==> config.mk <==
export PLATFORM = sky130hd
export DESIGN_NAME = counter_timer_unit
export DESIGN_NICKNAME = d
export VERILOG_FILES = /design/src/counter_timer_unit_pkg.sv /design/src/trigger_edge_if.sv /design/src/trigger_edge_detect.sv /design/src/counter_timer_unit.sv
export SDC_FILE = /design/constraint.sdc
export NUM_CORES = 1
export LEC_CHECK = 0
export ABC_AREA = 0
export BUFFER_PORTS_ARGS = -buffer_cell sky130_fd_sc_hd__buf_2
export CAP_MARGIN = 30
export CORE_MARGIN = 4
export CORE_UTILIZATION = 60
export DETAILED_ROUTE_END_ITERATION = 7
export PLACE_DENSITY_LB_ADDON = 0.25
export SLEW_MARGIN = 10
export SYNTH_ARGS = -nofsm -noshare
export SYNTH_HDL_FRONTEND = slang
export SYNTH_SLANG_ARGS = --single-unit
==> constraint.sdc <==
create_clock -name I_CLOCK -period 3.2 [get_ports I_CLOCK]
set_clock_uncertainty 0.15 [all_clocks]
set_input_delay 0.48 -clock I_CLOCK [delete_from_list [all_inputs] [get_ports I_CLOCK]]
set_output_delay 0.48 -clock I_CLOCK [all_outputs]
set_load 0.05 [all_outputs]
==> src/counter_timer_unit_pkg.sv <==
package counter_timer_unit_pkg;

  // Unit geometry
  localparam int N_CHANNELS = 4;
  localparam int N_ZC_OUTPUTS = 3;
  localparam int CHANNEL_SEL_W = 2;
  localparam int DATA_W = 8;
  localparam int VECTOR_W = 5;

  // Channel mode word field positions
  localparam int CTRL_INT_EN_BIT = 7;
  localparam int CTRL_COUNTER_MODE_BIT = 6;
  localparam int CTRL_PRESC256_BIT = 5;
  localparam int CTRL_RISING_EDGE_BIT = 4;
  localparam int CTRL_TRIG_START_BIT = 3;
  localparam int CTRL_TC_FOLLOWS_BIT = 2;
  localparam int CTRL_SOFT_RESET_BIT = 1;
  localparam int CTRL_IS_CONTROL_BIT = 0;

  // Only bits 7..3 are stored; 2..0 act on the write itself
  localparam logic [7:0] CTRL_STORED_MASK = 8'hF8;
  localparam logic [7:0] CTRL_RESET_VALUE = 8'h00;

  // Interrupt vector layout
  localparam int VECTOR_HIGH_LSB = 3;
  localparam logic VECTOR_LOW_BIT = 1'b0;
  localparam logic [VECTOR_W-1:0] VECTOR_RESET_VALUE = 5'h00;

  // Prescaler factors and reload values
  localparam int PRESC_SMALL = 16;
  localparam int PRESC_LARGE = 256;
  localparam logic [7:0] PRESC_SMALL_LOAD = 8'(PRESC_SMALL - 1);
  localparam logic [7:0] PRESC_LARGE_LOAD = 8'(PRESC_LARGE - 1);

  // Down counter constants; all zeros means 256
  localparam logic [7:0] COUNT_ONE = 8'h01;
  localparam logic [7:0] COUNT_RESET_VALUE = 8'h00;
  localparam logic [7:0] DATA_RESET_VALUE = 8'h00;

  // Return-from-interrupt opcode pair seen on instruction fetches
  localparam logic [7:0] OPCODE_PREFIX = 8'hED;
  localparam logic [7:0] OPCODE_RETI = 8'h4D;

  // Channel sequencer states, Gray along idle -> armed -> run
  typedef enum logic [1:0] {
    CH_IDLE = 2'b00,
    CH_ARMED = 2'b01,
    CH_RUN = 2'b11
  } chan_state_t;

endpackage

==> src/trigger_edge_if.sv <==
`timescale 1ns/1ps
`default_nettype none

interface trigger_edge_if;
  logic rise;
  logic fall;

  modport src (
    output rise,
    output fall
  );

  modport dst (
    input rise,
    input fall
  );
endinterface

`default_nettype wire

==> src/trigger_edge_detect.sv <==
`timescale 1ns/1ps
`default_nettype none

module trigger_edge_detect (
  // Clock and reset
  input wire logic i_clock,
  input wire logic i_srst,
  // Raw trigger pin
  input wire logic i_pin,
  // Detected edges
  trigger_edge_if.src edges
);

  logic sync_first;
  logic sync_second;
  logic prev;
  logic [1:0] warm;
  logic primed;

  // Two-stage synchroniser, then one stage of history
  always_ff @(posedge i_clock) begin
    if (i_srst) begin
      sync_first <= 1'b0;
      sync_second <= 1'b0;
      prev <= 1'b0;
    end else begin
      sync_first <= i_pin;
      sync_second <= sync_first;
      prev <= sync_second;
    end
  end

  // Edges masked until history holds a real pin sample, so no false edge after reset
  always_ff @(posedge i_clock) begin
    if (i_srst) begin
      warm <= 2'h0;
    end else if (!primed) begin
      warm <= warm + 2'h1;
    end
  end

  assign primed = &warm;
  assign edges.rise = primed & sync_second & ~prev;
  assign edges.fall = primed & ~sync_second & prev;

endmodule // trigger_edge_detect

`default_nettype wire

==> src/counter_timer_unit.sv <==
// Behaviour
// - Every channel has its own trigger pin; counter mode counts its active edges.
// - Timer mode with triggered start begins timing on an active trigger edge.
// - Channels 0..2 pulse a zero-count output high; channel 3 has none.
// - Mode bit 6 set selects counter mode; prescaler bypassed, edges decrement.
// - Each trigger edge decrements on a later clock edge; late edges one more.
// - Mode bit 4 picks rising or falling trigger edge for counting and starting.
// - Mode bit 7 set makes every zero count request an interrupt.
// - At zero count the counter reloads from the time constant without a gap.
// - A new time constant on a running channel waits until the count hits zero.
// - Bit 6 clear selects timer mode; prescaler output decrements the counter.
// - In timer mode bit 5 set divides the clock by 256.
// - Time constants from 1 to 256 are accepted.
// - Auto-start timer runs from the cycle after the time constant write.
// - Triggered timer starts after the first trigger edge following the load.
// - A trigger edge too close to the clock starts counting one clock later.
// - A word with bit 0 set is the selected channel's mode word unless a time constant is due.
// - A mode word with bit 7 clear drops that channel's pending request, unless a zero count lands in that cycle.
// - One stored vector serves all channels; channel code is inserted.
// - In timer mode bit 5 clear divides the clock by 16.
// - A time constant of zero means 256.
// - Bit 2 set makes the next word to that channel the time constant.
// - Bit 1 set stops the channel; bits 7..3 of that same word are still stored as the mode.
`timescale 1ns/1ps
`default_nettype none

module counter_timer_unit
  import counter_timer_unit_pkg::*;
(
  // Clock and reset
  input wire logic I_CLOCK,
  input wire logic I_SRST,
  // Host bus
  input wire logic [DATA_W-1:0] I_DATA,
  output logic [DATA_W-1:0] O_DATA,
  output logic O_DATA_OE,
  input wire logic I_CHANNEL_SELECT_LOW,
  input wire logic I_CHANNEL_SELECT_HIGH,
  input wire logic I_CHIP_ENABLE_N,
  input wire logic I_M1_N,
  input wire logic I_IORQ_N,
  input wire logic I_RD_N,
  // Interrupt request and priority chain
  output logic O_INT_N,
  output logic O_INT_N_OE,
  input wire logic I_IEI,
  output logic O_IEO,
  // Channel pins
  input wire logic [N_CHANNELS-1:0] I_EXT_COUNT_TRIGGER,
  output logic [N_ZC_OUTPUTS-1:0] O_ZERO_COUNT_PULSE_OUT
);

  logic [CHANNEL_SEL_W-1:0] sel;
  logic wr_cond;
  logic rd_cond;
  logic ack_cond;
  logic fetch_cond;
  logic wr_cond_d;
  logic rd_cond_d;
  logic ack_cond_d;
  logic fetch_cond_d;
  logic wr_take;
  logic rd_take;
  logic ack_take;
  logic fetch_take;
  logic ack_owner;
  logic saw_prefix;
  logic reti_seen;
  logic [VECTOR_W-1:0] vector;
  logic [DATA_W-1:0] data_out;
  logic [N_CHANNELS-1:0] pending;
  logic [N_CHANNELS-1:0] zero_pulse;
  logic [N_CHANNELS-1:0] ack_clear;
  logic [N_CHANNELS-1:0] under_service;
  logic [N_CHANNELS-1:0] next_under_service;
  logic [CHANNEL_SEL_W-1:0] next_ack_ch;
  logic [DATA_W-1:0] down_count [N_CHANNELS];

  // Bus cycle decode
  assign sel = {I_CHANNEL_SELECT_HIGH, I_CHANNEL_SELECT_LOW};
  assign wr_cond = ~I_CHIP_ENABLE_N & ~I_IORQ_N & I_RD_N & I_M1_N;
  assign rd_cond = ~I_CHIP_ENABLE_N & ~I_IORQ_N & ~I_RD_N & I_M1_N;
  assign ack_cond = ~I_IORQ_N & ~I_M1_N;
  assign fetch_cond = ~I_M1_N & ~I_RD_N & I_IORQ_N;

  // One action per bus cycle, on its first sampled edge
  assign wr_take = wr_cond & ~wr_cond_d;
  assign rd_take = rd_cond & ~rd_cond_d;
  assign ack_take = ack_cond & ~ack_cond_d & I_IEI & (|pending);
  assign fetch_take = fetch_cond & ~fetch_cond_d;

  always_ff @(posedge I_CLOCK) begin
    if (I_SRST) begin
      wr_cond_d <= 1'b0;
      rd_cond_d <= 1'b0;
      ack_cond_d <= 1'b0;
      fetch_cond_d <= 1'b0;
    end else begin
      wr_cond_d <= wr_cond;
      rd_cond_d <= rd_cond;
      ack_cond_d <= ack_cond;
      fetch_cond_d <= fetch_cond;
    end
  end

  // Shared vector register, written through channel 0 with bit 0 clear
  always_ff @(posedge I_CLOCK) begin
    if (I_SRST) begin
      vector <= VECTOR_RESET_VALUE;
    end else if (wr_take && sel == '0 && !I_DATA[CTRL_IS_CONTROL_BIT]
                 && !channel[0].expect_tc) begin
      vector <= I_DATA[DATA_W-1:VECTOR_HIGH_LSB];
    end
  end

  // Highest priority pending channel; channel 0 wins
  always_comb begin
    next_ack_ch = '0;
    for (int k = N_CHANNELS - 1; k >= 0; k--) begin
      if (pending[k]) begin
        next_ack_ch = CHANNEL_SEL_W'(k);
      end
    end
  end

  always_comb begin
    ack_clear = '0;
    if (ack_take) begin
      ack_clear[next_ack_ch] = 1'b1;
    end
  end

  // Read data and vector word
  always_ff @(posedge I_CLOCK) begin
    if (I_SRST) begin
      data_out <= DATA_RESET_VALUE;
    end else if (ack_take) begin
      data_out <= {vector, next_ack_ch, VECTOR_LOW_BIT};
    end else if (rd_take) begin
      data_out <= down_count[sel];
    end
  end

  always_ff @(posedge I_CLOCK) begin
    if (I_SRST) begin
      ack_owner <= 1'b0;
    end else if (!ack_cond) begin
      ack_owner <= 1'b0;
    end else if (ack_take) begin
      ack_owner <= 1'b1;
    end
  end

  // Return-from-interrupt detection on opcode fetches
  always_ff @(posedge I_CLOCK) begin
    if (I_SRST) begin
      saw_prefix <= 1'b0;
    end else if (fetch_take) begin
      saw_prefix <= (I_DATA == OPCODE_PREFIX);
    end
  end

  assign reti_seen = fetch_take & saw_prefix & (I_DATA == OPCODE_RETI);

  // Service tracking: ack marks, return clears lowest-numbered marked channel
  always_comb begin
    next_under_service = under_service;
    if (reti_seen) begin
      for (int k = N_CHANNELS - 1; k >= 0; k--) begin
        if (under_service[k]) begin
          next_under_service = under_service & ~(N_CHANNELS'(1) << k);
        end
      end
    end
    next_under_service = next_under_service | ack_clear;
  end

  always_ff @(posedge I_CLOCK) begin
    if (I_SRST) begin
      under_service <= '0;
    end else begin
      under_service <= next_under_service;
    end
  end

  // Channels
  for (genvar i = 0; i < N_CHANNELS; i++) begin : channel
    trigger_edge_if tif ();
    chan_state_t state;
    logic [7:0] ctrl;
    logic [7:0] tc;
    logic [7:0] cnt;
    logic [7:0] presc;
    logic [7:0] presc_load;
    logic tc_valid;
    logic expect_tc;
    logic pend;
    logic zc;
    logic wr_here;
    logic is_tc_write;
    logic is_ctrl_write;
    logic counter_mode;
    logic trig_edge;
    logic tick;
    logic zero_hit;

    trigger_edge_detect sync (
      .i_clock(I_CLOCK),
      .i_srst(I_SRST),
      .i_pin(I_EXT_COUNT_TRIGGER[i]),
      .edges(tif)
    );

    assign wr_here = wr_take & (sel == CHANNEL_SEL_W'(i));
    assign is_tc_write = wr_here & expect_tc;
    assign is_ctrl_write = wr_here & ~expect_tc & I_DATA[CTRL_IS_CONTROL_BIT];
    assign counter_mode = ctrl[CTRL_COUNTER_MODE_BIT];
    assign trig_edge = ctrl[CTRL_RISING_EDGE_BIT] ? tif.rise : tif.fall;
    assign presc_load = ctrl[CTRL_PRESC256_BIT] ? PRESC_LARGE_LOAD : PRESC_SMALL_LOAD;

    // Decrement source: trigger edges or prescaler output
    assign tick = (state == CH_RUN) & (counter_mode ? trig_edge : (presc == '0));
    assign zero_hit = tick & (cnt == COUNT_ONE);

    always_ff @(posedge I_CLOCK) begin
      if (I_SRST) begin
        ctrl <= CTRL_RESET_VALUE;
      end else if (is_ctrl_write) begin
        ctrl <= I_DATA & CTRL_STORED_MASK;
      end
    end

    always_ff @(posedge I_CLOCK) begin
      if (I_SRST) begin
        expect_tc <= 1'b0;
      end else if (is_tc_write) begin
        expect_tc <= 1'b0;
      end else if (is_ctrl_write) begin
        expect_tc <= I_DATA[CTRL_TC_FOLLOWS_BIT];
      end
    end

    always_ff @(posedge I_CLOCK) begin
      if (I_SRST) begin
        tc <= COUNT_RESET_VALUE;
        tc_valid <= 1'b0;
      end else if (is_tc_write) begin
        tc <= I_DATA;
        tc_valid <= 1'b1;
      end
    end

    // Sequencer: idle until a time constant exists
    always_ff @(posedge I_CLOCK) begin
      if (I_SRST) begin
        state <= CH_IDLE;
      end else if (is_ctrl_write && I_DATA[CTRL_SOFT_RESET_BIT]) begin
        state <= CH_IDLE;
      end else if (is_ctrl_write && !I_DATA[CTRL_TC_FOLLOWS_BIT] && tc_valid
                   && state == CH_IDLE && !I_DATA[CTRL_COUNTER_MODE_BIT]
                   && I_DATA[CTRL_TRIG_START_BIT]) begin
        state <= CH_ARMED;
      end else if (is_tc_write && state == CH_IDLE) begin
        if (!counter_mode && ctrl[CTRL_TRIG_START_BIT]) begin
          state <= CH_ARMED;
        end else begin
          state <= CH_RUN;
        end
      end else begin
        case (state)
          CH_ARMED: begin
            if (trig_edge) begin
              state <= CH_RUN;
            end
          end
          default: begin
          end
        endcase
      end
    end

    // Prescaler restarts whenever the channel is not running
    always_ff @(posedge I_CLOCK) begin
      if (I_SRST) begin
        presc <= PRESC_SMALL_LOAD;
      end else if (state != CH_RUN) begin
        presc <= presc_load;
      end else if (presc == '0) begin
        presc <= presc_load;
      end else begin
        presc <= presc - 8'h01;
      end
    end

    // Down counter; zero byte wraps through 8'hFF, i.e. 256 steps
    always_ff @(posedge I_CLOCK) begin
      if (I_SRST) begin
        cnt <= COUNT_RESET_VALUE;
      end else if (is_tc_write && state == CH_IDLE) begin
        cnt <= I_DATA;
      end else if (tick) begin
        if (cnt == COUNT_ONE) begin
          cnt <= tc;
        end else begin
          cnt <= cnt - COUNT_ONE;
        end
      end
    end

    always_ff @(posedge I_CLOCK) begin
      if (I_SRST) begin
        zc <= 1'b0;
      end else begin
        zc <= zero_hit;
      end
    end

    // Pending request; a new zero count beats an acknowledge
    always_ff @(posedge I_CLOCK) begin
      if (I_SRST) begin
        pend <= 1'b0;
      end else if (zero_hit && ctrl[CTRL_INT_EN_BIT]) begin
        pend <= 1'b1;
      end else if (ack_clear[i]) begin
        pend <= 1'b0;
      end else if (is_ctrl_write && !I_DATA[CTRL_INT_EN_BIT]) begin
        pend <= 1'b0;
      end
    end

    assign down_count[i] = cnt;
    assign pending[i] = pend;
    assign zero_pulse[i] = zc;
  end

  // Outputs
  assign O_ZERO_COUNT_PULSE_OUT = zero_pulse[N_ZC_OUTPUTS-1:0];
  assign O_DATA = data_out;
  assign O_DATA_OE = (rd_cond & rd_cond_d) | (ack_cond & ack_owner);
  assign O_INT_N = 1'b0;
  assign O_INT_N_OE = |pending;
  assign O_IEO = I_IEI & ~(|under_service);

endmodule // counter_timer_unit

`default_nettype wire

# After elaboration in Yosys (flattened, before gate mapping)
# Cells that the tools add are included.
# totals
output_inout_bits,15
inputBits,21
wordCells,380
memories,0
latch_bits,0
mem_bits_rw,0
rom_bits,0
reg_bits,182
# op_classes
n_reduce_logical,115
add_sub_neg,12
mux,80
shifts,0
n_lt_le_gt_ge,3
multipliers,0
n_div,0
eq_ne,21
bitwise,84
# op_table
op,count
8-bit 2-to-1 mux,28
"8-bit by 1-bit subtractor with 8-bit output, second input constant",8
1-bit bitwise AND,59
1-bit logical AND,44
2-bit 2-to-1 mux,20
3-bit nonzero test,12
"8-bit by 1-bit equality test with 1-bit output, second input constant",4
8-bit logical NOT,4
2-bit nonzero test,13
1-bit 2-to-1 mux,25
2-bit AND reduction,12
1-bit NOT,22
4-bit 2-to-1 mux,5
2-bit OR reduction,10
8-bit binary-select mux with 2-bit select,1
"2-bit equality test, second input constant",6
3-bit OR reduction,4
"2-bit by 1-bit equality test with 1-bit output, second input constant",5
2-bit logical NOT,5
1-bit logical NOT,9
"2-bit by 1-bit adder with 2-bit output, second input constant",4
"8-bit by 7-bit equality test with 1-bit output, second input constant",1
"8-bit equality test, second input constant",1
"2-bit != test, second input constant",4
8 further kinds,9

# Depth between registers and ports, before layout
# Gate-level depths: netlist of run 1.
# depth
word_depth,15
mapped_depth,9
depth_no_buf,7

# Hierarchy
# Synthesis of run 1 repeated with hierarchy kept, for this count alone.
# unflattened
hier_cells,1013
area_unflattened_um2,8779.7
# by_module_without_submodules
module,n_inst,seq_area_each_um2,area_each_um2,cells_each
counter_timer_unit,1,3243.1,8079.0,949
trigger_edge_detect,4,100.1,175.2,16

# Least setup slack after synthesis of run 1
# Ideal clock, no wire load.
# synth_path
path_type,input to output
start,in I_IEI
end,out O_IEO
arrival_ns,1.971
required_ns,2.570
path_stages,2
n_path_buf,0
path_slack_ns,0.599
path_cell_list,nand2b_1 nor4_1
# synth_between
elab_chain_cells,1
# synth_lines
element,line,source
start: declaration,counter_timer_unit.sv:46,"input wire logic I_IEI,"
1-bit bitwise AND,counter_timer_unit.sv:342,assign O_IEO = I_IEI & ~(|under_service);
end: declaration,counter_timer_unit.sv:47,"output logic O_IEO,"
# No other way between the ends.

# Worst setup path after layout of run 1
# layout_path
start,reg channel[1].cnt[2]
end,reg channel[1].cnt[0]
# layout_between
elab_chain_cells,4
# layout_lines
element,line,source
start: declaration,counter_timer_unit.sv:192,logic [7:0] cnt;
start signal: assignment,counter_timer_unit.sv:303,cnt <= tc;
start signal: assignment,counter_timer_unit.sv:305,cnt <= cnt - COUNT_ONE;
8-bit by 1-bit equality test with 1-bit output,counter_timer_unit.sv:302,if (cnt == COUNT_ONE) begin
8-bit 2-to-1 mux,counter_timer_unit.sv:302,
8-bit 2-to-1 mux,counter_timer_unit.sv:301,end else if (tick) begin
8-bit 2-to-1 mux,counter_timer_unit.sv:299,end else if (is_tc_write && state == CH_IDLE) begin
# No other way between the ends. The select of a mux whose other input is x is not followed.
# A chain may end at the register's enable or synchronous reset.

==> impl_metrics.json, run 1 <==
{
  "grtUsageTotal": 0.2595,
  "setup_viol": 0,
  "drt_first_iter_violations": 810,
  "share_of_the_cycle_needed_by_the_critical_path_after_routing": 0.7864,
  "postCtsSetupRepairBufs": 0,
  "antenna_found_initial": 0,
  "synth_area_per_cell_um2": 8.613,
  "postCtsHoldBufs": 0,
  "post_synth_edffs": 0,
  "power_report.internal_total_mw": 3.459,
  "rsz0062_at_grt": "false",
  "worst_r2r_path_depth": 5,
  "grt_pass1_wl_mm": 34.51,
  "grt.overflow.total": 0,
  "mostFrequentLayoutCells": "dfxtp_1 (182), nor2_1 (118), nand2_1 (100)",
  "power_switching_share": 0.2240,
  "crit_path_end_kind": "register",
  "total_leakage_power_nw": 3.581,
  "tritoncts_num_sinks": 182,
  "post-route-drc-count": 0,
  "startpoint_of_the_worst_slack_reg_to_reg_timing_path": "channel[1].cnt[2]",
  "first_global_vias": 6768,
  "final_antenna_diode_count": 0,
  "floorplan.initialDensity": 0.6213,
  "crit-reg2reg-capture": "channel[1].cnt[0]",
  "outcome": "complete, no violations",
  "dp_hpwl_mm": 14.14,
  "p_sw_uw": 998.3,
  "post_drt_via_cell_ratio": 6.067,
  "sequential_cell_area_um2": 3643,
  "root_buffer": "clkbuf_16",
  "finalHoldViolCount": 0,
  "critPathLaunchType": "register",
  "mostFrequentLayoutCell": "dfxtp_1",
  "totalNegativeSetupSlack_ns": 0,
  "insertion_delay_ns": 0.43,
  "die_area_um2": 16530,
  "grt_max_degree": 66,
  "synth.lib_cells_used.distinct": 76,
  "die-width_um": 128.6,
  "ys_ff_latch": 182,
  "holdCritPathClass": "input pin to register",
  "power.density_cell_area_nw_per_um2": 466.9,
  "numCtsBuffers": 17,
  "share_clk_of_total_power": 0.430,
  "post-route-min-period_ns": 2.517,
  "timing_max_transition_violations_final": 0,
  "critical_path_required_ns": 3.37,
  "synth_ff_type": "dfxtp_1",
  "slew-limit-headroom": 0.4980,
  "cts-resized-gates": 0,
  "flow.area_growth_from_synthesis_pct": 9.408,
  "layout-drive-gt1-share": 0.1112,
  "nets": 1060,
  "hold_depth": 2,
  "hp-start": "I_EXT_COUNT_TRIGGER[0]",
  "postLayoutSetupSlackWorst_ns": 0.6835,
  "fp-row-count": 43,
  "post_drt_wl_per_cell_um": 17.27,
  "path_class": "register to register",
  "combinationalPowerShare": 0.050,
  "netlist_area_um2": 8725,
  "seq_power_share": 0.521,
  "yosys_top_cell_by_area": "dfxtp_1",
  "ys_top_cells_by_area": "dfxtp_1 (42%), mux2i_1 (5.7%), nor2_1 (5.1%), nand2_1 (4.3%), a21oi_1 (3.5%)",
  "synthDominantCellAreaShare": 0.4176,
  "design.core.area_um2": 14040,
  "maxCapViolCount": 0,
  "floorplan.die.height_um": 128.6,
  "multi_input_comb_area_um2": 4703,
  "whs_endpoint": "channel[0].sync.sync_first",
  "routed_wire_length_mm": 20.96,
  "critPathMaxFanout": 12,
  "htreeDepth": 4,
  "power.ir.vdd_worst_v": 0.0003624,
  "synth_cells": 1013,
  "worst_pin_slew_ns": 0.7530,
  "drtPass1Iterations": 5,
  "max_freq_mhz": 397.4,
  "crit_path_start": "channel[1].cnt[2]",
  "reg2reg_slack_ns": 0.68,
  "synthesis.nets": 1050,
  "clk_transition_reported_paths_ns": 0.06,
  "io_pins": 36,
  "ys_seq_area_frac": 0.4176,
  "cts-root-to-sink-buffers": 2,
  "critPathArrivalTime_ns": 2.68,
  "io_buffer_count": 34,
  "place_ws_ns": 0.4059,
  "ys.warnings.count": 0,
  "globalplace.congestion": 0.9031,
  "drt.antenna.violating_nets": 0,
  "dr_total_vias": 7365,
  "async_reset_ff_frac": 0,
  "fillers": 1155,
  "cts_tree": "built"
}
state kept, by name, indices dropped and copies added, names as in the netlist, 4 cells and up:
register	count
O_DATA	8
channel.cnt	32
channel.ctrl	20
channel.expect_tc	4
channel.pend	4
channel.presc	32
channel.state	8
channel.sync.prev	4
channel.sync.sync_first	4
channel.sync.sync_second	4
channel.sync.warm	8
channel.tc	32
channel.tc_valid	4
under_service	4
vector	5
critical path, stage by stage, from the launching register on:
cell	delay, ns
dfxtp_1	0.41
or4_1	0.63
or3_1	0.57
mux2_2	0.30
nor2_1	0.06
a2111oi_2	0.30
power groups by stage:
stage | sequential, mW | clock, mW | combinational (mW)
after global routing | 2.32 | 2.03 | 0.248
final | 2.32 | 1.91 | 0.223
after CTS | 2.32 | 1.93 | 0.221
after global placement | 2.37 | 0 | 0.217
after floorplan | 2.37 | 0 | 0.144
after detailed placement | 2.37 | 0 | 0.220
layer usage:
layer	global-route usage	wire length (µm)	vias to the layer above
li1	-	-	3609
met1	0.3634	9665	3482
met2	0.4036	9547	238
met3	0.05645	1410	36
met4	0.08030	338	0
met5	0	0	-
through the flow:
step | hold slack (ns) | util | power [mW] | instances | area (µm²)
floorplan | 0.2171 | - | 2.517 | 1013 | 8725
global placement | 0.2309 | 0.6421 | 2.586 | 1184 | 9016
detailed placement | 0.2347 | 0.6421 | 2.590 | 1184 | 9016
CTS | 0.1041 | 0.6798 | 4.475 | 1214 | 9545
global route | 0.1070 | 0.6798 | 4.602 | 1214 | 9545
finish | 0.1147 | 0.6798 | 4.457 | 1214 | 9545
how the worst max path moves through the flow:
stage          depth (start not counted)                end
2_1_floorplan                          2              O_IEO
3_3_place_gp                           6  channel[1].cnt[7]
3_5_place_dp                           7  channel[1].cnt[0]
4_1_cts                                5  channel[1].cnt[0]
5_1_grt                                5  channel[1].cnt[0]
6_report                               5  channel[1].cnt[0]
cells by family after synthesis:
kind of cell               Yosys count  synth area share
other                                1         0.0004298
muxes                               61           0.08189
AOI/OAI and AO/OA                  196            0.1480
xor gates and xnor gates            32           0.03212
adders and majority gates           16           0.02295
buffers and inverters               95           0.04460
DFF                                182            0.4176
and+or+nand+nor                    430            0.2524
cell type report:
| class | instances | area share |
|---|---|---|
| multi-input combinational | 736 | 0.4927 |
| sequential | 182 | 0.3817 |
| tap | 180 | 0.02359 |
| clock inverter | 4 | 0.002097 |
| timing repair buffer | 51 | 0.03277 |
| inverter | 35 | 0.01376 |
| clock buffer | 26 | 0.05335 |
synthesized netlist by cell type, types with 8 or more instances:
master    count
nor2b_1      24
nand3_1      42
nor3_1       40
nor2_1      118
nor3b_1      11
o211ai_1     12
o21ai_0      28
nand2_1     100
mux2i_1      50
a21oi_1      61
xor2_1       13
or3_1        10
dfxtp_1     182
nand2b_1     15
mux4_2        8
a31oi_1      20
nor4_1       12
xnor2_1      19
ha_1         16
and2_1        9
a211oi_1     10
clkbuf_1     43
inv_1        34
Power figures use the tool's default switching activity.
==> run 2: changes to the inputs <==
==> constraint.sdc (replaced) <==
create_clock -name I_CLOCK -period 2.51 [get_ports I_CLOCK]
set_clock_uncertainty 0.15 [all_clocks]
set_input_delay 0.3765 -clock I_CLOCK [delete_from_list [all_inputs] [get_ports I_CLOCK]]
set_output_delay 0.3765 -clock I_CLOCK [all_outputs]
set_load 0.05 [all_outputs]
==> run 2 against run 1 <==
Compared with the run above: flip-flop and latch count unchanged; sequential power grew 28%; maximum frequency rose by 8.3%; non-clock buffer count grew 39; die area is the same; clock power increased by 53%; register-to-register slack worse by 0.50 ns; core utilization increased by 3.1 points; combinational power rose by 38%; largest cell class unchanged.
==> impl_metrics.json, run 2 (synthesized netlist as in run 1, its figures left out) <==
{
  "outcome": "complete, no violations",
  "dp_hpwl_mm": 14.89,
  "mostFrequentLayoutCell": "dfxtp_1",
  "totalNegativeSetupSlack_ns": 0,
  "crit_path_end_kind": "register",
  "maxCapViolCount": 0,
  "floorplan.die.height_um": 128.6,
  "critical_path_required_ns": 2.69,
  "dr_total_vias": 7566,
  "die-width_um": 128.6,
  "post-route-drc-count": 0,
  "critPathArrivalTime_ns": 2.50,
  "post_drt_via_cell_ratio": 6.024,
  "numCtsBuffers": 17,
  "cts-resized-gates": 0,
  "reg2reg_slack_ns": 0.19,
  "placedCellCount": 1222,
  "holdCritPathClass": "input pin to register",
  "report.power.total_mw": 6.195,
  "detailed_place.area_um2": 9314,
  "postCtsSetupRepairBufs": 0,
  "die_area_um2": 16530,
  "power.ir.vdd_worst_v": 0.0004902,
  "routed_wire_length_mm": 21.78,
  "grt_max_degree": 53,
  "setup_viol": 0,
  "cts-root-to-sink-buffers": 2,
  "worst_r2r_path_depth": 5,
  "grt_pass1_wl_mm": 36.22,
  "mostFrequentLayoutCells": "dfxtp_1 (182), nor2_1 (118), nand2_1 (100)",
  "startpoint_of_the_worst_slack_reg_to_reg_timing_path": "channel[1].cnt[2]",
  "crit_path_start": "channel[1].cnt[2]",
  "reg_top3": "channel.cnt x32, channel.presc x32, channel.tc x32",
  "rsz0062_at_grt": "false",
  "postLayoutSetupSlackWorst_ns": 0.1857,
  "worst_pin_slew_ns": 0.6593,
  "globalplace.congestion": 0.9196,
  "htreeDepth": 4,
  "grt.overflow.total": 0,
  "floorplan.initialDensity": 0.6213,
  "antenna_found_initial": 1,
  "place_ws_ns": 0.02297,
  "insertion_delay_ns": 0.43,
  "post-route-min-period_ns": 2.324,
  "design.core.area_um2": 14040,
  "drt.antenna.violating_nets": 0,
  "first_global_vias": 7245,
  "cts_tree": "built",
  "drtPass1Iterations": 5,
  "hp-start": "I_EXT_COUNT_TRIGGER[2]",
  "timing_max_transition_violations_final": 0,
  "worst_setup_path_endpoint": "channel[1].cnt[0]",
  "io_pins": 36,
  "critical_path.cell_chain": "or4_1, or3_1, mux2_2, nor2_1, a2111oi_2",
  "nets": 1099,
  "io_buffer_count": 34,
  "worst_path_max_delay_cell": "or4_1",
  "grtUsageTotal": 0.2733,
  "drt_first_iter_violations": 697,
  "flow.area_growth_from_synthesis_pct": 14.37,
  "postCtsHoldBufs": 1,
  "critPathLaunchType": "register",
  "total_leakage_power_nw": 3.828,
  "finalNonFillerCells": 1256,
  "fillers": 1093,
  "max_freq_mhz": 430.2,
  "layout-drive-gt1-share": 0.1479,
  "timing.critical_path.slowest_cell_delay_ns": 0.61,
  "finalHoldViolCount": 0,
  "power.density_cell_area_nw_per_um2": 620.9,
  "clk_transition_reported_paths_ns": 0.07,
  "tritoncts_num_sinks": 182,
  "fp-row-count": 43,
  "design_area_um2": 9978,
  "slew-limit-headroom": 0.5605,
  "crit-reg2reg-capture": "channel[1].cnt[0]",
  "critPathMaxFanout": 6,
  "path_class": "register to register",
  "share_of_the_cycle_needed_by_the_critical_path_after_routing": 0.9260,
  "root_buffer": "clkbuf_16",
  "post_drt_wl_per_cell_um": 17.34
}
run 2: cell types whose count changed in the layout (fill, tap and decap cells not counted), sizes merged:
cell,before,now
buf,51,89
bufinv,0,4
clkbuf,26,21
clkinv,5,6
clkinvlp,0,2
diode,0,1
dlygate4sd3,0,1
run 2: layout make-up:
type,count,area (µm²),share of cell area
Antenna cell,1,2.502,0.0002508
Clock buffer,21,480.5,0.04815
Clock inverter,11,171.4,0.01718
Inverter,35,131.4,0.01317
Multi-Input combinational cell,736,4703,0.4713
Sequential cell,182,3643,0.3651
Tap cell,180,225.2,0.02257
Timing Repair Buffer,90,620.6,0.06219
run 2: metal layers:
metal  track usage  routed length, µm  vias to the layer above
met1        0.3703               9727                     3572
met4        0.1019                522                        0
met5             0                  0                        -
met3       0.05230               1597                       35
li1              -                  -                     3699
met2        0.4364               9932                      260
run 2: worst max-delay path: cells and delay by family (launching register included):
family / cells / cell delay (ns)
AOI/OAI and AO/OA: 1 / 0.30
DFF: 1 / 0.31
muxes: 1 / 0.28
and+or+nand+nor: 3 / 1.17
run 2: worst min path at each step:
stage	end	slack, ns	depth (start not counted)
4_1_cts	channel[2].sync.sync_first	0.01	2
2_1_floorplan	channel[0].presc[0]	0.22	1
3_5_place_dp	channel[0].presc[0]	0.24	1
5_1_grt	channel[0].sync.sync_first	0.03	2
3_3_place_gp	channel[0].presc[0]	0.23	1
6_report	channel[2].sync.sync_first	0.02	2
run 2: report_power, final:
group / internal, mW / switching, mW
Combinational: 0.111 / 0.196
Sequential: 2.93 / 0.0264
Clock: 1.77 / 1.16
Total: 4.82 / 1.38
run 2: stage by stage:
stage | util | hold WS, ns
CTS | 0.7104 | 0.01200
global route | 0.7106 | 0.02568
global placement | 0.6633 | 0.2300
floorplan | - | 0.2171
detailed placement | 0.6633 | 0.2367
finish | 0.7106 | 0.01997
